## src/rtl/uth_pkg.sv

```systemverilog
package uth_pkg;
    // register indices (word offsets on the documented port)
    localparam logic [2:0] IDX_RXDATA = 3'h0;
    localparam logic [2:0] IDX_TXDATA = 3'h1;
    localparam logic [2:0] IDX_STATUS = 3'h2;
    localparam logic [2:0] IDX_CONTROL = 3'h3;
    localparam int REG_W = 16;
    // line_flags bit positions
    localparam int ST_PARITY_FAULT = 0;
    localparam int ST_STOP_BIT_FAULT = 1;
    localparam int ST_BRK = 2;
    localparam int ST_ROE = 3;
    localparam int ST_TOE = 4;
    localparam int ST_TMT = 5;
    localparam int ST_TRDY = 6;
    localparam int ST_RRDY = 7;
    localparam int ST_E = 8;
    localparam int ST_DCTS = 10;
    localparam int ST_CTS = 11;
    // control bits beyond the interrupt enables
    localparam int CT_TRBK = 9;
    localparam int CT_RTS = 11;
    localparam logic [15:0] CTRL_MASK = 16'h1fff;
    localparam logic [15:0] CTRL_RST = 16'h0000;
    localparam logic [15:0] ZERO16 = 16'h0000;
    // timing
    localparam int CLK_HZ = 20_000_000;
    localparam int BAUD_DEF = 115_200;
    localparam logic [2:0] SYNC_IDLE = 3'h7;

    typedef enum logic {
        TX_IDLE = 1'b0,
        TX_BUSY = 1'b1
    } uth_tx_t;

    typedef enum logic [1:0] {
        RX_IDLE = 2'b00,
        RX_START = 2'b01,
        RX_DATA = 2'b10,
        RX_STOP = 2'b11
    } uth_rx_t;
endpackage

```

## src/rtl/uth_top.sv

```systemverilog
// Behaviour
// - writing the transmit holding register drops transmit-ready to 0
// - moving the held character into the shifter raises transmit-ready
// - a second character waits, transmit-ready low, until the shifter frees
// - reading the transmit holding register returns an undefined value
// - reading the flag register never changes any flag
// - a flag register write clears change, summary, overrun, break, framing, parity
// - wrong received parity sets sticky parity_fault, bit 0
// - without the parity option no checking and parity_fault reads 0
// - missing stop bit sets sticky stop_bit_fault, bit 1
// - receive data may be undefined while a fault flag is set
// - input low longer than one character time sets sticky break, bit 2
// - character arriving while the receive fifo is full overwrites and sets receive overrun, bit 3
// - holding write while transmit-ready 0 sets sticky transmit overrun, bit 4
// - bit 5 is 0 while shifting, 1 while the shifter is idle
// - bit 6 is 1 with holding register empty, 0 when full
// - bit 7 sets on receive load, clears on receive data read
// - bit 8 is the OR of the five fault flags
// - bit 10 latches any clear-to-send change; 0 without flow control
// - bit 11 shows clear-to-send level; 0 without flow control
// - clear-to-send never affects transmit or receive
// - interrupt request when any flag and its enable are both 1; bit 11 has no enable, as control bit 11 is the rts line control
`timescale 1ns/1ps
`default_nettype none

module uth_fifo #(
    parameter int WIDTH = 8,
    parameter int DEPTH = 16
) (
    input wire logic clk,
    input wire logic srst,
    input wire logic in_valid,
    output logic in_ready,
    input wire logic [WIDTH-1:0] in_data,
    output logic out_valid,
    input wire logic out_ready,
    output logic [WIDTH-1:0] out_data
);
    localparam int AW = $clog2(DEPTH);
    localparam logic [AW:0] FULL = (AW+1)'(DEPTH);
    localparam logic [AW:0] EMPTY = '0;

    typedef struct packed {
        logic [DEPTH-1:0][WIDTH-1:0] mem;
        logic [AW-1:0] wp;
        logic [AW-1:0] rp;
        logic [AW:0] cnt;
    } uth_fifo_state_t;

    uth_fifo_state_t s_q, s_d;
    logic push, pop;

    assign in_ready = (s_q.cnt != FULL);
    assign out_valid = (s_q.cnt != EMPTY);
    assign out_data = s_q.mem[s_q.rp];
    assign push = in_valid && in_ready;
    assign pop = out_valid && out_ready;

    always_comb begin
        s_d = s_q;
        if (push) begin
            s_d.mem[s_q.wp] = in_data;
            s_d.wp = s_q.wp + 1'b1;
        end
        if (pop) begin
            s_d.rp = s_q.rp + 1'b1;
        end
        if (push && !pop) begin
            s_d.cnt = s_q.cnt + 1'b1;
        end else if (pop && !push) begin
            s_d.cnt = s_q.cnt - 1'b1;
        end
    end

    always_ff @(posedge clk) begin
        if (srst) begin
            s_q <= '0;
        end else begin
            s_q <= s_d;
        end
    end
endmodule

module uth_top #(
    parameter int DATA_BITS = 8,
    parameter int PARITY_EN = 1,
    parameter int ODD_PARITY = 0,
    parameter int STOP_BITS = 1,
    parameter int FLOW_EN = 1,
    parameter int BAUD = uth_pkg::BAUD_DEF,
    parameter int FIFO_DEPTH = 16
) (
    input wire logic clk,
    input wire logic srst,
    input wire logic [2:0] address,
    input wire logic chipselect,
    input wire logic read,
    input wire logic write,
    input wire logic [15:0] writedata,
    output logic [15:0] readdata,
    output logic irq,
    input wire logic rxd,
    output logic txd,
    input wire logic cts_n,
    output logic rts_n
);
    localparam int BAUD_DIV = uth_pkg::CLK_HZ / BAUD;
    localparam int DW = $clog2(BAUD_DIV + 1);
    localparam int FW = 1 + DATA_BITS + PARITY_EN + STOP_BITS;
    localparam int LW = $clog2(FW + 1);
    localparam int CHAR_CYC = FW * BAUD_DIV;
    localparam int BW = $clog2(CHAR_CYC + 2);
    localparam logic [DW-1:0] DIV_LAST = DW'(BAUD_DIV - 1);
    localparam logic [DW-1:0] HALF_LAST = DW'(BAUD_DIV / 2 - 1);
    localparam logic [LW-1:0] FRAME_LEN = LW'(FW);
    localparam logic [LW-1:0] LAST_BIT = LW'(1);
    localparam logic [3:0] RX_BITS_LAST = 4'(DATA_BITS + PARITY_EN - 1);
    localparam logic [BW-1:0] BRK_CYC = BW'(CHAR_CYC);

    typedef struct packed {
        logic [2:0] rx_s;
        logic rx_lvl;
        logic [2:0] cts_s;
        logic cts_lvl;
        logic [15:0] ctrl;
        logic [15:0] rdata;
        logic [DATA_BITS-1:0] hold;
        logic hold_v;
        uth_pkg::uth_tx_t tx_st;
        logic [FW-1:0] tx_sh;
        logic [LW-1:0] tx_left;
        logic [DW-1:0] tx_div;
        logic txd;
        uth_pkg::uth_rx_t rx_st;
        logic [DW-1:0] rx_div;
        logic [3:0] rx_cnt;
        logic [DATA_BITS-1:0] rx_sh;
        logic rx_par;
        logic [BW-1:0] brk_cnt;
        logic [DATA_BITS-1:0] rxdata;
        logic rrdy, parity_fault, stop_bit_fault, brk, roe, toe, dcts;
    } uth_state_t;

    uth_state_t s_q, s_d;
    logic [15:0] stat, irq_en;
    logic err, rx_done, ovf, pop, f_in_ready, f_out_valid;
    logic wr_tx, wr_st, wr_ct, rd_rx, rd_st;
    logic [DATA_BITS-1:0] f_out_data;

    function automatic logic par_of(input logic [DATA_BITS-1:0] d);
        par_of = (^d) ^ (ODD_PARITY != 0);
    endfunction

    function automatic logic hit(input logic [2:0] a, input logic [2:0] idx);
        hit = chipselect && (a == idx);
    endfunction

    assign wr_tx = write && hit(address, uth_pkg::IDX_TXDATA);
    assign wr_st = write && hit(address, uth_pkg::IDX_STATUS);
    assign wr_ct = write && hit(address, uth_pkg::IDX_CONTROL);
    assign rd_rx = read && hit(address, uth_pkg::IDX_RXDATA);
    assign rd_st = read && hit(address, uth_pkg::IDX_STATUS);

    assign err = s_q.toe | s_q.roe | s_q.brk | s_q.stop_bit_fault | s_q.parity_fault;

    always_comb begin
        stat = uth_pkg::ZERO16;
        irq_en = s_q.ctrl;
        irq_en[uth_pkg::CT_TRBK] = 1'b0;
        irq_en[uth_pkg::CT_RTS] = 1'b0; // line controls, not interrupt enables
        stat[uth_pkg::ST_PARITY_FAULT] = s_q.parity_fault;
        stat[uth_pkg::ST_STOP_BIT_FAULT] = s_q.stop_bit_fault;
        stat[uth_pkg::ST_BRK] = s_q.brk;
        stat[uth_pkg::ST_ROE] = s_q.roe;
        stat[uth_pkg::ST_TOE] = s_q.toe;
        stat[uth_pkg::ST_TMT] = (s_q.tx_st == uth_pkg::TX_IDLE);
        stat[uth_pkg::ST_TRDY] = !s_q.hold_v;
        stat[uth_pkg::ST_RRDY] = s_q.rrdy;
        stat[uth_pkg::ST_E] = err;
        stat[uth_pkg::ST_DCTS] = s_q.dcts;
        stat[uth_pkg::ST_CTS] = (FLOW_EN != 0) && !s_q.cts_lvl;
    end

    assign irq = |(stat & irq_en);
    assign readdata = s_q.rdata;
    assign txd = s_q.txd;
    assign rts_n = !s_q.ctrl[uth_pkg::CT_RTS];

    // receive path buffer; full fifo forces the overwrite path
    assign rx_done = (s_q.rx_st == uth_pkg::RX_STOP) && (s_q.rx_div == DIV_LAST);
    assign ovf = rx_done && !f_in_ready;
    assign pop = f_out_valid && !s_q.rrdy && !ovf;

    uth_fifo #(.WIDTH(DATA_BITS), .DEPTH(FIFO_DEPTH)) u_rx_fifo (
        .clk(clk),
        .srst(srst),
        .in_valid(rx_done),
        .in_ready(f_in_ready),
        .in_data(s_q.rx_sh),
        .out_valid(f_out_valid),
        .out_ready(!s_q.rrdy && !ovf),
        .out_data(f_out_data)
    );

    always_comb begin
        s_d = s_q;
        // three-stage pin sync, change taken when stages two and three agree
        s_d.rx_s = {s_q.rx_s[1:0], rxd};
        s_d.cts_s = {s_q.cts_s[1:0], cts_n};
        if (s_q.rx_s[1] == s_q.rx_s[2]) begin
            s_d.rx_lvl = s_q.rx_s[2];
        end
        if (s_q.cts_s[1] == s_q.cts_s[2]) begin
            s_d.cts_lvl = s_q.cts_s[2];
        end
        // clears first so that a same-cycle set wins
        if (wr_st) begin
            s_d.dcts = 1'b0;
            s_d.toe = 1'b0;
            s_d.roe = 1'b0;
            s_d.brk = 1'b0;
            s_d.stop_bit_fault = 1'b0;
            s_d.parity_fault = 1'b0;
        end
        if (rd_rx) begin
            s_d.rrdy = 1'b0;
        end
        if (wr_ct) begin
            s_d.ctrl = writedata & uth_pkg::CTRL_MASK;
        end
        if (FLOW_EN != 0 && s_d.cts_lvl != s_q.cts_lvl) begin
            s_d.dcts = 1'b1;
        end
        // register read data; only a receive data read changes a flag, clearing receive-ready
        if (chipselect && read) begin
            unique case (address)
                uth_pkg::IDX_RXDATA: s_d.rdata = 16'(s_q.rxdata);
                uth_pkg::IDX_STATUS: s_d.rdata = stat;
                uth_pkg::IDX_CONTROL: s_d.rdata = s_q.ctrl;
                default: s_d.rdata = uth_pkg::ZERO16;
            endcase
        end
        // transmit side
        unique case (s_q.tx_st)
            uth_pkg::TX_IDLE: begin
                if (s_q.hold_v) begin
                    s_d.tx_sh = '1;
                    s_d.tx_sh[0] = 1'b0;
                    s_d.tx_sh[DATA_BITS:1] = s_q.hold;
                    if (PARITY_EN != 0) begin
                        s_d.tx_sh[DATA_BITS+1] = par_of(s_q.hold);
                    end
                    s_d.tx_left = FRAME_LEN;
                    s_d.tx_div = '0;
                    s_d.hold_v = 1'b0;
                    s_d.tx_st = uth_pkg::TX_BUSY;
                end
            end
            uth_pkg::TX_BUSY: begin
                if (s_q.tx_div == DIV_LAST) begin
                    s_d.tx_div = '0;
                    s_d.tx_sh = {1'b1, s_q.tx_sh[FW-1:1]};
                    s_d.tx_left = s_q.tx_left - 1'b1;
                    if (s_q.tx_left == LAST_BIT) begin
                        s_d.tx_st = uth_pkg::TX_IDLE;
                    end
                end else begin
                    s_d.tx_div = s_q.tx_div + 1'b1;
                end
            end
        endcase
        if (wr_tx) begin
            if (s_q.hold_v) begin
                s_d.toe = 1'b1;
            end
            s_d.hold = writedata[DATA_BITS-1:0];
            s_d.hold_v = 1'b1;
        end
        s_d.txd = (s_d.tx_st == uth_pkg::TX_BUSY ? s_d.tx_sh[0] : 1'b1)
                  && !s_d.ctrl[uth_pkg::CT_TRBK];
        // receive side
        unique case (s_q.rx_st)
            uth_pkg::RX_IDLE: begin
                s_d.rx_div = '0;
                if (!s_q.rx_lvl) begin
                    s_d.rx_st = uth_pkg::RX_START;
                end
            end
            uth_pkg::RX_START: begin
                s_d.rx_div = s_q.rx_div + 1'b1;
                if (s_q.rx_div == HALF_LAST) begin
                    s_d.rx_div = '0;
                    s_d.rx_cnt = '0;
                    s_d.rx_st = s_q.rx_lvl ? uth_pkg::RX_IDLE : uth_pkg::RX_DATA;
                end
            end
            uth_pkg::RX_DATA: begin
                s_d.rx_div = s_q.rx_div + 1'b1;
                if (s_q.rx_div == DIV_LAST) begin
                    s_d.rx_div = '0;
                    s_d.rx_cnt = s_q.rx_cnt + 1'b1;
                    if (s_q.rx_cnt < 4'(DATA_BITS)) begin
                        s_d.rx_sh = {s_q.rx_lvl, s_q.rx_sh[DATA_BITS-1:1]};
                    end else begin
                        s_d.rx_par = s_q.rx_lvl;
                    end
                    if (s_q.rx_cnt == RX_BITS_LAST) begin
                        s_d.rx_st = uth_pkg::RX_STOP;
                    end
                end
            end
            uth_pkg::RX_STOP: begin
                s_d.rx_div = s_q.rx_div + 1'b1;
                if (rx_done) begin
                    s_d.rx_st = uth_pkg::RX_IDLE;
                    if (!s_q.rx_lvl) begin
                        s_d.stop_bit_fault = 1'b1;
                    end
                    if (PARITY_EN != 0 && s_q.rx_par != par_of(s_q.rx_sh)) begin
                        s_d.parity_fault = 1'b1;
                    end
                end
            end
        endcase
        if (ovf) begin
            s_d.rxdata = s_q.rx_sh;
            s_d.rrdy = 1'b1;
            s_d.roe = 1'b1;
        end else if (pop) begin
            s_d.rxdata = f_out_data;
            s_d.rrdy = 1'b1;
        end
        // break: line low longer than one full character
        if (s_q.rx_lvl) begin
            s_d.brk_cnt = '0;
        end else if (s_q.brk_cnt <= BRK_CYC) begin
            s_d.brk_cnt = s_q.brk_cnt + 1'b1;
            if (s_q.brk_cnt == BRK_CYC) begin
                s_d.brk = 1'b1;
            end
        end
        if (PARITY_EN == 0) begin
            s_d.parity_fault = 1'b0;
        end
    end

    always_ff @(posedge clk) begin
        if (srst) begin
            s_q <= '0;
            s_q.rx_s <= uth_pkg::SYNC_IDLE;
            s_q.rx_lvl <= 1'b1;
            s_q.cts_s <= uth_pkg::SYNC_IDLE;
            s_q.cts_lvl <= 1'b1;
            s_q.ctrl <= uth_pkg::CTRL_RST;
            s_q.tx_st <= uth_pkg::TX_IDLE;
            s_q.rx_st <= uth_pkg::RX_IDLE;
            s_q.txd <= 1'b1;
        end else begin
            s_q <= s_d;
        end
    end
endmodule

`default_nettype wire

```

## config.mk

```make
export PLATFORM = sky130hd
export DESIGN_NAME = uth_top
export DESIGN_NICKNAME = d
export VERILOG_FILES = /design/src/rtl/uth_pkg.sv /design/src/rtl/uth_top.sv
export SDC_FILE = /design/constraint.sdc
export NUM_CORES = 1
export LEC_CHECK = 0
export BUFFER_PORTS_ARGS = -buffer_cell sky130_fd_sc_hd__buf_2
export CAP_MARGIN = 15
export CORE_MARGIN = 5
export CORE_UTILIZATION = 58
export CTS_BUF_LIST = sky130_fd_sc_hd__clkbuf_4 sky130_fd_sc_hd__clkbuf_8
export CTS_CLUSTER_SIZE = 28
export DETAILED_ROUTE_END_ITERATION = 16
export HOLD_SLACK_MARGIN = 0.15
export PLACE_DENSITY_LB_ADDON = 0.2
export SLEW_MARGIN = 0
export SYNTH_ARGS = -nofsm -noshare
export SYNTH_HDL_FRONTEND = slang
export SYNTH_SLANG_ARGS = --single-unit
```

## constraint.sdc

```tcl
create_clock -name clk -period 3.1 [get_ports clk]
set_input_delay 0.155 -clock clk [delete_from_list [all_inputs] [get_ports clk]]
set_output_delay 0.155 -clock clk [all_outputs]
set_load 0.01 [all_outputs]
```

# == Word-level counts from Yosys, hierarchy flattened ==
# Cells that the tools add are included.
# totals
register_bits,261
out_inout_bits,19
wordCells,184
# classes
n_addsub,9
n_lt_le_gt_ge,5
n_eq_ne,25
muxes,43
bitwise_logic,7
reduce_logical,47
# op_table
op,n
128-bit bitwise mux,1
24-bit one-hot mux with 2 select lines,1
10-bit one-hot mux with 4 select lines,1
13-bit one-hot mux with 3 select lines,1
8-bit binary-select mux with 4-bit select,1
8-bit demux with 4-bit select,1
8-bit 2-to-1 mux,4
24-bit 2-to-1 mux,1
23-bit 2-to-1 mux,1
1-bit logical AND,20
9-bit 2-to-1 mux,2
8-bit by 1-bit adder with 8-bit output (second input constant),2
8-bit == test (second input constant),2
1-bit 2-to-1 mux,16
16-bit 2-to-1 mux,1
16-bit OR reduction,1
8-bit parity,2
14-bit 2-to-1 mux,1
12-bit by 13-bit AND with 13-bit output,1
4-bit by 1-bit adder with 4-bit output (second input constant),3
2-bit 2-to-1 mux,6
2-bit != test (second input constant),6
11-bit by 1-bit adder with 11-bit output (second input constant),1
11-bit == test (second input constant),1
other kinds (34),59

# == Logic depth before layout (Yosys ltp) ==
# Gate-level depths: netlist of the first run.
# logic_depth
depth_word,9
depth_mapped,14

# == Modules after synthesis ==
# Synthesis of the first run repeated with hierarchy kept, for this count alone.
# unflattened
hier_cells,1200
hier_area_um2,11986.5
# by_module_without_submodules
module,n_inst,cells_per_inst,area_per_inst_um2
uth_fifo,1,590,6621.4
uth_top,1,610,5365.1

# == Worst setup path before layout of the first run ==
# Ideal clock, no wire load.
# synth_timing
path_kind,register to register
startpoint,register s_q[39] (netlist name)
endpoint,register u_rx_fifo.s_q[4] (netlist name)
t_arrival_ns,2.938
setup_slack_ns,0.092
path_stages_with_launch,14
path_buffers,1
synth_period_minus_slack_ns,3.008
cell_sequence,dfxtp_1 > inv_1 > ha_1 > nand4b_2 > a2111oi_4 > buf_6 > ha_1 > inv_1 > fa_1 > a21o_1 > a21oi_1 > xnor2_1 > or3_1 > a21oi_1
# synth_via
elab_cells_between_ends,13
cone_classes,eq/ne (1); mux (1); reduce/logical (11)
# synth_lines
element,line,source
"start, declared",uth_top.sv:144,"uth_state_t s_q, s_d;"
8-bit == test *,uth_top.sv:190,assign rx_done = (s_q.rx_st == uth_pkg::RX_STOP) && (s_q.rx_div == DIV_LAST);
1-bit logical AND *,uth_top.sv:190,
1-bit logical AND *,uth_top.sv:56,assign push = in_valid && in_ready;
named net u_rx_fifo.push,uth_top.sv:51,"logic push, pop;"
1-bit logical NOT,uth_top.sv:70,end else if (pop && !push) begin
1-bit logical AND,uth_top.sv:70,
2-bit nonzero test (no line),n/a,
"end signal, assigned",uth_top.sv:77,s_q <= '0;
"end signal, assigned",uth_top.sv:79,s_q <= s_d;
"end, declared",uth_top.sv:50,"uth_fifo_state_t s_q, s_d;"
# The timed path passes the listed nets; every way through them passes the cells marked *.
# A chain may end at the register's enable or synchronous reset.

# == Worst setup path after layout of the first run ==
# layout_timing
startpoint,register s_q[39] (netlist name)
endpoint,register u_rx_fifo.s_q[4] (netlist name)
# layout_via
elab_chain_len,9
elab_cells_between_ends,13
cone_classes,eq/ne (1); mux (1); reduce/logical (11)
# layout_lines
element,line,source
8-bit == test *,uth_top.sv:190,
1-bit logical AND *,uth_top.sv:190,
1-bit logical AND,uth_top.sv:191,assign ovf = rx_done && !f_in_ready;
1-bit logical NOT,uth_top.sv:201,".out_ready(!s_q.rrdy && !ovf),"
1-bit logical AND,uth_top.sv:201,
1-bit logical AND,uth_top.sv:57,assign pop = out_valid && out_ready;
1-bit logical NOT,uth_top.sv:68,if (push && !pop) begin
1-bit logical AND,uth_top.sv:68,
5-bit 2-to-1 mux / 2-bit nonzero test (equally long branches),n/a,
# Every way passes the cells marked *; elsewhere a longest branch is shown, timed or not.

==> results of run 1 <==
critical path, stage by stage (launching register included):
cell and delay, ps:
dfxtp_1 360, inv_1 70, ha_1 150, nand4b_2 250, a2111oi_4 360, ha_1 240
inv_1 100, fa_1 410, a21o_1 170, a21oi_1 170, xnor2_1 90, or3_1 300
a21oi_1 130
area by class of cell:
| cell class | instances | share of cell area [%] |
|---|---|---|
| clock buffer | 72 | 6.654 |
| clock inverter | 4 | 0.1976 |
| inverter | 21 | 0.5929 |
| multi-input combinational | 824 | 46.23 |
| sequential | 258 | 38.86 |
| tap | 270 | 2.541 |
| timing repair buffer | 90 | 4.922 |
how the worst max path moves through the flow:
stage | end | slack (ps) | cells past startpoint
2_1_floorplan | u_rx_fifo.s_q[4] | 90 | 13
3_3_place_gp | u_rx_fifo.s_q[4] | 220 | 14
3_5_place_dp | u_rx_fifo.s_q[4] | 120 | 14
4_1_cts | u_rx_fifo.s_q[4] | 110 | 14
5_1_grt | u_rx_fifo.s_q[4] | -20 | 14
6_report | u_rx_fifo.s_q[4] | 220 | 12
cell usage after synthesis, types with 8 or more instances:
cell        n
a22oi_1    27
clkbuf_8   20
o21ai_0    29
nand3_1     9
buf_4      17
dfxtp_1   258
ha_1       19
clkbuf_1   42
a21oi_1    61
inv_1      21
and3_1      8
nor2_1    237
o22ai_1     9
mux2_2     11
nand2_1    47
mux2i_1   174
xor2_1     10
buf_2       9
xnor2_1    24
nand3_4    12
nor3_1     12
nand4_1     9
nor2b_1    15
mux4_2     32
logic make-up (layout without fill, tap and decap cells):
family / count (synthesis) / after routing / share of synthesized area, %
and+or+nand+nor: 393 / 393 / 16.43
DFF: 258 / 258 / 42.86
muxes: 217 / 217 / 21.46
AOI/OAI and AO/OA: 156 / 156 / 8.025
buffers and inverters: 120 / 187 / 6.395
xor gates and xnor gates: 35 / 35 / 2.658
adders and majority gates: 20 / 20 / 2.139
other: 1 / 3 / 0.03112
state kept, by name, indices dropped and copies added (netlist names):
signal	count
irq_en	11
s_d	4
readdata	13
u_rx_fifo.s_q	141
txd	1
s_q	88
layer usage:
metal	global-route usage (%)	vias to the layer above	wire length (um)
met5	0	-	0
met1	27.52	4116	11350
met3	3.204	54	880
met2	37.33	132	12840
met4	7.149	0	621
li1	-	4253	-
stage by stage:
| stage | hold WS, ps | setup TNS [ps] | power [mW] | instance area [um2] | worst slack [ps] |
|---|---|---|---|---|---|
| 4_1_cts | 154.3 | 0 | 7.574 | 13280 | 112.5 |
| 3_3_place_gp | 340.8 | 0 | 4.421 | 12150 | 218.9 |
| 3_5_place_dp | 343.3 | 0 | 4.434 | 12150 | 117.1 |
| 5_1_grt | 205.1 | -21.99 | 7.829 | 13290 | -21.99 |
| 6_report | 177.0 | 0 | 7.496 | 13290 | 224.8 |
| 2_1_floorplan | 258.8 | 0 | 4.207 | 12060 | 91.90 |
placed cells by master (no fill, tap or decap), types with 9 or more instances in the layout:
| cell type | instances |
|---|---|
| o21ai_0 | 29 |
| nor2b_1 | 15 |
| dlygate4sd3_1 | 22 |
| a21oi_1 | 61 |
| a22oi_1 | 27 |
| clkbuf_4 | 17 |
| inv_1 | 21 |
| nand3_1 | 9 |
| nor2_1 | 237 |
| mux2_2 | 11 |
| dfxtp_1 | 257 |
| clkbuf_8 | 55 |
| nand4_1 | 9 |
| nor3_1 | 11 |
| buf_4 | 29 |
| xor2_1 | 10 |
| mux2i_1 | 174 |
| nand3_4 | 12 |
| o22ai_1 | 9 |
| buf_2 | 37 |
| ha_1 | 19 |
| nand2_1 | 47 |
| mux4_2 | 32 |
| xnor2_1 | 24 |
timing repair:
action,CTS,global route
setup endpoints to repair,0,1
hold buffers,22,0
hold endpoints to repair,89,0
resized for setup,0,2
setup buffers,0,0
where the power goes:
part	leakage [nW]	switching [mW]	internal [mW]	total, mW
clock network	0.491	1.33	1.79	3.12
registers	2.08	0.0777	3.38	3.45
logic	3.20	0.513	0.410	0.923
total	5.77	1.92	5.58	7.50
==> impl_metrics.py, run 1 <==
metrics = {
    "status": {
        "status": "complete, no violations",
    },
    "timing": {
        "finalCritPeriodShare_pct": 92.75,
        "setup_violations": 0,
        "fmax_mhz": 347.8,
        "fin_skew_ps": 24.77,
        "drv_slew": 0,
        "period_minus_slack_ps": 2875,
        "slew_headroom_pct": 43.54,
        "tightest_slew_ps": 840.4,
        "hold_viol": 0,
    },
    "synth": {
        "synth_area_mm2": 0.01205,
        "yosys_warnings": 0,
        "ys_types": 68,
        "synth_ff_type": "dfxtp_1",
        "syn_inst": 1200,
        "yosys.area.top_type": "dfxtp_1",
        "synth_top_area_share_pct": 42.86,
        "ys_seq_elements": 258,
        "ys_top_cells_by_area": "dfxtp_1 43%, mux2i_1 14%, nor2_1 7.4%, mux4_2 6.0%, a21oi_1 2.5%",
        "synthArstFlopShare_pct": 0,
        "synth-edff-count": 0,
        "synth-seq-area-share_pct": 42.86,
        "avgSynthCellArea_um2": 10.04,
    },
    "drt": {
        "vias": 8555,
        "vias_per_cell": 5.559,
        "route.detailed.drc": 0,
        "totalWireLength_um": 25690,
        "detail_route.wl_per_cell_um": 16.69,
        "first_iter_violations": 490,
        "first_pass_iters": 5,
        "antenna_left": 0,
    },
    "min_path": {
        "min_from": "address[0]",
        "holdPathStages": 4,
        "hold_end": "readdata[5]",
        "worstHoldPathType": "input pin to register",
    },
    "clock_network": {
        "cts_root_buf": "clkbuf_8",
        "cts_tree": "done",
        "clk-insertion-delay-late_ps": 540,
        "clk_pin_slew_worst_paths_ps": 60,
        "clockBufferDepth": 3,
        "htreeDepth": 2,
        "cts_made_buffers": 43,
        "clock-sinks": 258,
    },
    "die": {
        "dieArea_mm2": 0.02376,
        "initial_core_util_pct": 59.18,
        "rows": 52,
        "io_pins": 45,
        "die_x_um": 154.1,
        "fp.dieH_um": 154.1,
        "core-area_mm2": 0.02036,
    },
    "pwr": {
        "leakage_nw": 5.770,
        "powerDensity_mw_per_mm2": 563.9,
        "vdd_drop_max_mv": 0.4631,
    },
    "critical_path": {
        "worst-path-max-fanout": 6,
        "critical_path.startpoint": "s_q[39]",
        "arrival_ps": 3340,
        "ff2ff_setup_slack_ps": 220,
        "crit_path_start_kind": "register",
        "critical_path_class": "register to register",
        "reg2regPathDepth": 12,
        "critPathRequiredTime_ps": 3560,
        "reg2reg_from": "s_q[39]",
        "r2r-end": "u_rx_fifo.s_q[4]",
        "critPathCaptureType": "register",
    },
    "final_layout": {
        "num_antenna_cells": 0,
        "fin_util_pct": 65.28,
        "fin_nets": 1284,
        "instances_no_fill": 1539,
        "area_growth_pct": 10.31,
        "num-fill-cells": 1662,
        "multi_input_area_mm2": 0.006146,
        "regArea_mm2": 0.005166,
        "post_route_cells_drive_above_1_share_pct": 17.81,
    },
    "flow_run": {
        "maxCapViolCount": 0,
    },
    "global_route": {
        "antenna_found_initial": 0,
        "grt_pass1_wl_um": 42550,
        "grt_overflow": 0,
        "grt_pass1_vias": 8469,
        "grt_start_max_net_pins": 74,
        "grt_usage_pct": 21.52,
    },
    "place": {
        "placed_cells": 1441,
        "io_buffers": 38,
        "dp_hpwl_um": 16240,
        "gp_congestion": 0.8245,
    },
}
Power figures use the tool's default switching activity.
==> inputs of run 2 (changes only) <==
--- a/config.mk
+++ b/config.mk
@@ -14,7 +14,7 @@
 export DETAILED_ROUTE_END_ITERATION = 16
 export HOLD_SLACK_MARGIN = 0.15
 export PLACE_DENSITY_LB_ADDON = 0.2
-export SLEW_MARGIN = 0
+export SLEW_MARGIN = 5
 export SYNTH_ARGS = -nofsm -noshare
 export SYNTH_HDL_FRONTEND = slang
 export SYNTH_SLANG_ARGS = --single-unit
==> constraint.sdc (replaced) <==
create_clock -name clk -period 2.6 [get_ports clk]
set_input_delay 0.13 -clock clk [delete_from_list [all_inputs] [get_ports clk]]
set_output_delay 0.13 -clock clk [all_outputs]
set_load 0.01 [all_outputs]
==> run 2 against run 1 <==
Against the previous run: design area grew 1.7%; register-to-register slack lost 210 ps; hold slack gained 47 ps; critical path type unchanged; global-route usage grew 0.18 points; count of clock-buffer cells in the layout shrank 4; flip-flop and latch count is the same; clock skew shrank 6.2 ps.
==> impl_metrics.py, run 2 (synthesis gave the netlist of run 1 again) <==
metrics = {
    "status": {
        "status": "complete, no violations",
    },
    "global_route": {
        "antenna_found_initial": 0,
        "grt_overflow": 0,
        "grt_pass1_wl_um": 43050,
        "grt_start_max_net_pins": 73,
        "grt_pass1_vias": 8482,
        "grt_usage_pct": 21.69,
    },
    "die": {
        "dieArea_mm2": 0.02376,
        "die_x_um": 154.1,
        "core-area_mm2": 0.02036,
        "rows": 52,
        "io_pins": 45,
        "initial_core_util_pct": 59.18,
        "fp.dieH_um": 154.1,
    },
    "critical_path": {
        "critical_path_class": "register to register",
        "crit_path_start_kind": "register",
        "critPathRequiredTime_ps": 3080,
        "arrival_ps": 3060,
        "worst-path-max-fanout": 4,
        "reg2regPathDepth": 12,
        "critPathCaptureType": "register",
    },
    "pwr": {
        "leakage_nw": 5.919,
        "sw_frac_of_total_pct": 25.78,
        "vdd_drop_max_mv": 0.4677,
        "powerDensity_mw_per_mm2": 668.6,
        "p_int_mw": 6.712,
        "pwr-share-seq_pct": 45.4,
        "pwr-share-clk_pct": 40.2,
        "p_comb_share_pct": 14.5,
        "switchingPower_mw": 2.332,
    },
    "timing": {
        "setup_violations": 0,
        "hold_viol": 0,
        "tightest_slew_ps": 968.1,
        "finalCritPeriodShare_pct": 99.42,
        "fin_skew_ps": 18.53,
        "rsz0062_at_grt": "true",
        "fmax_mhz": 386.8,
        "slew_headroom_pct": 35.22,
        "drv_slew": 0,
        "period_minus_slack_ps": 2585,
        "whs_ps": 223.8,
    },
    "final_layout": {
        "most-common-layout-cells": "254 x dfxtp_1, 237 x nor2_1, 174 x mux2i_1, 58 x a21oi_1, 55 x clkbuf_8",
        "fin_nets": 1306,
        "final_common_cell": "dfxtp_1",
        "area_growth_pct": 12.23,
        "multi_input_area_mm2": 0.006202,
        "post_route_cells_drive_above_1_share_pct": 19.50,
        "num-fill-cells": 1595,
        "fin_util_pct": 66.42,
        "largest-register": "u_rx_fifo.s_q",
        "regArea_mm2": 0.005170,
        "num_antenna_cells": 0,
        "largest_reg_flops": 141,
    },
    "clock_network": {
        "htreeDepth": 2,
        "clock-sinks": 258,
        "clk-insertion-delay-late_ps": 550,
        "clockBufferDepth": 3,
        "cts_root_buf": "clkbuf_8",
        "cts_tree": "done",
        "cts_made_buffers": 43,
        "clk_pin_slew_worst_paths_ps": 60,
    },
    "drt": {
        "first_pass_iters": 5,
        "antenna_left": 0,
        "totalWireLength_um": 25970,
        "route.detailed.drc": 0,
        "vias": 8629,
        "first_iter_violations": 448,
        "detail_route.wl_per_cell_um": 16.68,
        "vias_per_cell": 5.542,
    },
    "flow_run": {
        "maxCapViolCount": 0,
    },
    "place": {
        "gp_congestion": 0.8074,
        "dp_hpwl_um": 16510,
        "io_buffers": 38,
    },
    "min_path": {
        "holdPathStages": 4,
        "worstHoldPathType": "input pin to register",
    },
}
## run 2: cell types whose count changed in the layout (fill, tap and decap cells not counted), moves of 3 or more
cell           delta
dfxtp_2           +3
a21oi_1           -3
inv_1             -3
clkbuf_4          -4
dfxtp_1           -3
dlygate4sd3_1     +5
buf_4            +15
a21oi_2           +3
## run 2: worst max-delay path: stages, from the launching register on
cell	delay (ps)
dfxtp_2	340
inv_2	80
ha_4	140
nand4b_4	180
a2111oi_4	320
ha_4	210
inv_4	50
fa_2	350
a21o_1	190
a21oi_2	130
xnor2_1	90
or3_1	330
a21oi_2	110
## run 2: metrics by stage
step | TNS [ps] | worst slack (ps) | instances | instance area (um2) | total power, mW
6_report | 0 | 14.95 | 1557 | 13530 | 9.043
5_1_grt | -103.4 | -103.4 | 1557 | 13530 | 9.425
4_1_cts | 0 | 7.006 | 1556 | 13510 | 9.096
3_5_place_dp | -10.01 | -10.01 | 1457 | 12360 | 5.440
3_3_place_gp | 0 | 71.68 | 1457 | 12360 | 5.415
2_1_floorplan | -124.2 | -124.2 | 1202 | 12120 | 5.044
## run 2: final cells by class
type / count / share of cell area (%)
multi-input cells: 824 / 45.86
repair buffers: 112 / 6.337
clock buffers: 68 / 6.318
flip-flops and latches: 258 / 38.22
well taps: 270 / 2.498
clock inverters: 4 / 0.1665
inverters: 21 / 0.6013
## run 2: timing repair
action,4_1_cts,5_1_grt
buffers inserted,0,1
setup endpoints to repair,1,1
hold endpoints to repair,82,0
hold buffers,27,0
pin swaps,1,1
gates resized for setup,1,2
## run 2: power groups by stage
stage | sequential [mW] | combinational (mW) | clock (mW)
floorplan | 4.18 | 0.860 | 0
global placement | 4.18 | 1.24 | 0
detailed placement | 4.18 | 1.26 | 0
CTS | 4.10 | 1.29 | 3.71
global route | 4.11 | 1.42 | 3.90
finish | 4.10 | 1.31 | 3.63
## run 2: routing by layer
| metal | vias to the layer above | track usage [%] | routed length (um) |
|---|---|---|---|
| met4 | 0 | 7.233 | 563 |
| li1 | 4287 | - | - |
| met2 | 136 | 37.42 | 12860 |
| met5 | - | 0 | 0 |
| met1 | 4157 | 27.65 | 11610 |
| met3 | 49 | 3.682 | 933 |
## run 2: worst paths after layout
check	startpoint	end	slack, ps
worst max-delay path	s_q[40]	u_rx_fifo.s_q[4]	10
worst min-delay path	address[1]	s_q[74]	220
worst max register to register	s_q[40]	u_rx_fifo.s_q[4]	10
worst min register to register	s_d[117]	s_d[118]	410
==> inputs of run 3 (changes only) <==
--- a/config.mk
+++ b/config.mk
@@ -5,6 +5,7 @@
 export SDC_FILE = /design/constraint.sdc
 export NUM_CORES = 1
 export LEC_CHECK = 0
+export ABC_AREA = 1
 export BUFFER_PORTS_ARGS = -buffer_cell sky130_fd_sc_hd__buf_2
 export CAP_MARGIN = 15
 export CORE_MARGIN = 5
==> run 3 against run 2 <==
Against the previous run: first-iteration DRC count increased by 150%; core utilization increased by 0.17 points; die area decreased by 1.9%; global-route usage increased by 4.0 points; critical path type unchanged; non-clock buffer count decreased by 9; largest cell class unchanged; synthesized cell count increased by 38%; setup slack improved by 110 ps.
==> impl_metrics.py, run 3 <==
metrics = {
    "timing": {
        "drv_slew": 0,
        "setup_violations": 0,
        "fin_skew_ps": 21.21,
        "tightest_slew_ps": 746.3,
        "worst_slack_ps": 126.3,
        "slew_headroom_pct": 50.25,
        "period_minus_slack_ps": 2474,
        "finalCritPeriodShare_pct": 95.14,
        "fmax_mhz": 404.2,
        "hold_viol": 0,
    },
    "min_path": {
        "worstHoldPathType": "input pin to register",
        "holdPathStages": 3,
    },
    "critical_path": {
        "critical_path_class": "register to register",
        "reg2regPathDepth": 18,
        "worst-path-buf-inv": 3,
        "arrival_ps": 2950,
        "cp_top_family": "simple AND/OR/NAND/NOR gates",
        "critPathSlowestCell": "fa_2",
        "critPathRequiredTime_ps": 3070,
        "worst-path-max-fanout": 4,
        "critPathCaptureType": "register",
        "cpPeakStageDelay_ps": 360,
        "crit_cells": 18,
        "crit_path_start_kind": "register",
        "critical_path.cell_chain": "inv_2, ha_4, nand2_4, nor2_4, nand3_4, buf_6, nor2_8, ha_4, inv_4, fa_2, a21o_1, a21oi_2, nor2_1, nor2_1, nand2_1, nand2_1, nand2_1, nor2_1",
    },
    "clock_network": {
        "clock-sinks": 258,
        "cts_tree": "done",
        "clk_pin_slew_worst_paths_ps": 60,
        "cts_made_buffers": 44,
        "htreeDepth": 2,
        "cts_root_buf": "clkbuf_8",
        "clockBufferDepth": 3,
        "clk-insertion-delay-late_ps": 550,
    },
    "global_route": {
        "grt_usage_pct": 25.68,
        "grt_overflow": 0,
        "grt_start_max_net_pins": 96,
        "grt_pass1_vias": 10254,
        "grt_pass1_wl_um": 50960,
        "antenna_found_initial": 0,
    },
    "synth": {
        "synth_common_cells": "365 x nand2_1, 258 x dfxtp_1, 210 x a21oi_1",
        "synth_ff_type": "dfxtp_1",
        "syn_inst": 1651,
        "yosys_warnings": 0,
        "yosysMostFrequentCell": "nand2_1",
        "synth_area_mm2": 0.01181,
        "synthArstFlopShare_pct": 0,
        "ys_types": 42,
        "yosys.area.top_type": "dfxtp_1",
        "avgSynthCellArea_um2": 7.151,
        "synth-edff-count": 0,
        "synth_top_area_share_pct": 43.75,
        "ys_seq_elements": 258,
        "ys_top_cells_by_area": "dfxtp_1 44%, nand2_1 12%, a21oi_1 8.9%, nand3_1 8.1%, o21ai_0 6.0%",
        "synth-seq-area-share_pct": 43.75,
    },
    "final_layout": {
        "final_common_cell": "nand2_1",
        "most-common-layout-cells": "364 x nand2_1, 255 x dfxtp_1, 209 x a21oi_1, 192 x nand3_1, 142 x o21ai_0",
        "post_route_cells_drive_above_1_share_pct": 11.98,
        "largest_reg_flops": 141,
        "num-fill-cells": 1749,
        "area_growth_pct": 13.74,
        "fin_nets": 1738,
        "largest-register": "u_rx_fifo.s_q",
    },
    "status": {
        "status": "complete, no violations",
    },
    "place": {
        "dp_hpwl_um": 19870,
        "gp_congestion": 0.9207,
        "io_buffers": 38,
        "preCtsSetupSlack_ps": 58.34,
    },
    "drt": {
        "route.detailed.drc": 0,
        "totalWireLength_um": 30880,
        "first_pass_iters": 6,
        "antenna_left": 0,
        "vias": 11135,
        "first_iter_violations": 1108,
        "detail_route.wl_per_cell_um": 15.51,
        "vias_per_cell": 5.593,
    },
    "flow_run": {
        "maxCapViolCount": 0,
    },
    "pwr": {
        "pwr-share-clk_pct": 39.3,
        "p_int_mw": 6.979,
        "vdd_drop_max_mv": 0.6271,
        "powerDensity_mw_per_mm2": 737.7,
        "pwr-share-seq_pct": 42.1,
        "switchingPower_mw": 2.928,
        "leakage_nw": 5.276,
        "p_total_mw": 9.907,
        "sw_frac_of_total_pct": 29.56,
        "p_comb_share_pct": 18.6,
    },
    "die": {
        "rows": 52,
        "dieArea_mm2": 0.02331,
        "fp.dieH_um": 152.7,
        "die_x_um": 152.7,
        "core-area_mm2": 0.02017,
        "io_pins": 45,
        "initial_core_util_pct": 58.54,
    },
}
-- run 3: cell families (layout without fill, tap and decap cells) --
| group | after synthesis | count (layout) | share of synthesized area, % |
|---|---|---|---|
| other | 1 | 4 | 0.03176 |
| XOR/XNOR | 23 | 23 | 1.706 |
| AND/OR/NAND/NOR | 717 | 717 | 26.56 |
| flip-flops | 258 | 258 | 43.75 |
| buffers and inverters | 232 | 299 | 8.330 |
| adder cells (fa/ha/maj) | 20 | 20 | 2.183 |
| AO/OA/AOI/OAI | 400 | 400 | 17.44 |
-- run 3: power groups by stage --
stage	clock network, mW	registers [mW]	logic, mW
finish	3.89	4.17	1.85
global route	4.15	4.18	2.01
CTS	3.96	4.16	1.76
detailed placement	0	4.24	1.73
global placement	0	4.24	1.70
floorplan	0	4.22	1.17
-- run 3: path summary, 6_finish.rpt --
path	slack, ps	from	to
max	130	s_q[40]	u_rx_fifo.s_q[4]
min	330	cts_n	s_d[117]
max reg2reg	130	s_q[40]	u_rx_fifo.s_q[4]
min reg2reg	400	s_d[121]	s_d[122]
-- run 3: stage by stage --
| stage | setup TNS, ps | cells | cell area (um2) | hold WS (ps) | util [%] |
|---|---|---|---|---|---|
| 2_1_floorplan | 0 | 1653 | 11830 | 233.8 | - |
| 3_3_place_gp | 0 | 1888 | 12150 | 316.0 | 60.23 |
| 3_5_place_dp | 0 | 1888 | 12150 | 326.0 | 60.23 |
| 4_1_cts | 0 | 1985 | 13330 | 295.1 | 66.07 |
| 5_1_grt | -35.12 | 1990 | 13430 | 315.8 | 66.57 |
| 6_report | 0 | 1991 | 13430 | 328.0 | 66.58 |
-- run 3: what timing repair did --
action / 4_1_cts / 5_1_grt
setup endpoints to repair: 0 / 2
gates resized for setup: 0 / 18
hold buffers: 23 / 0
endpoints found under the hold margin: 58 / 0
setup buffers: 0 / 5
-- run 3: layout make-up --
| class | count | area (um2) | share of cell area [%] |
|---|---|---|---|
| Multi-Input combinational cell | 1163 | 5734 | 42.70 |
| Sequential cell | 258 | 5169 | 38.49 |
| Clock buffer | 68 | 867.1 | 6.457 |
| Timing Repair Buffer | 103 | 777.0 | 5.786 |
| Inverter | 122 | 461.7 | 3.438 |
| Tap cell | 270 | 337.8 | 2.516 |
| Clock inverter | 6 | 80.08 | 0.5963 |
| Antenna cell | 1 | 2.502 | 0.01863 |
-- run 3: layer usage --
layer	vias to the layer above	global-route usage, %	wire length (um)
li1	5524	-	-
met1	5149	35.80	13810
met2	386	40.53	14150
met3	76	3.834	2004
met4	0	9.631	928
met5	-	0	0
-- run 3: worst reg2reg max path, delay by kind of cell, from the launching register on --
kind	cells	cell delay (ps)
buffers and inverters	3	270
adder cells (fa/ha/maj)	3	650
AO/OA/AOI/OAI	2	340
flip-flops	1	330
AND/OR/NAND/NOR	10	820
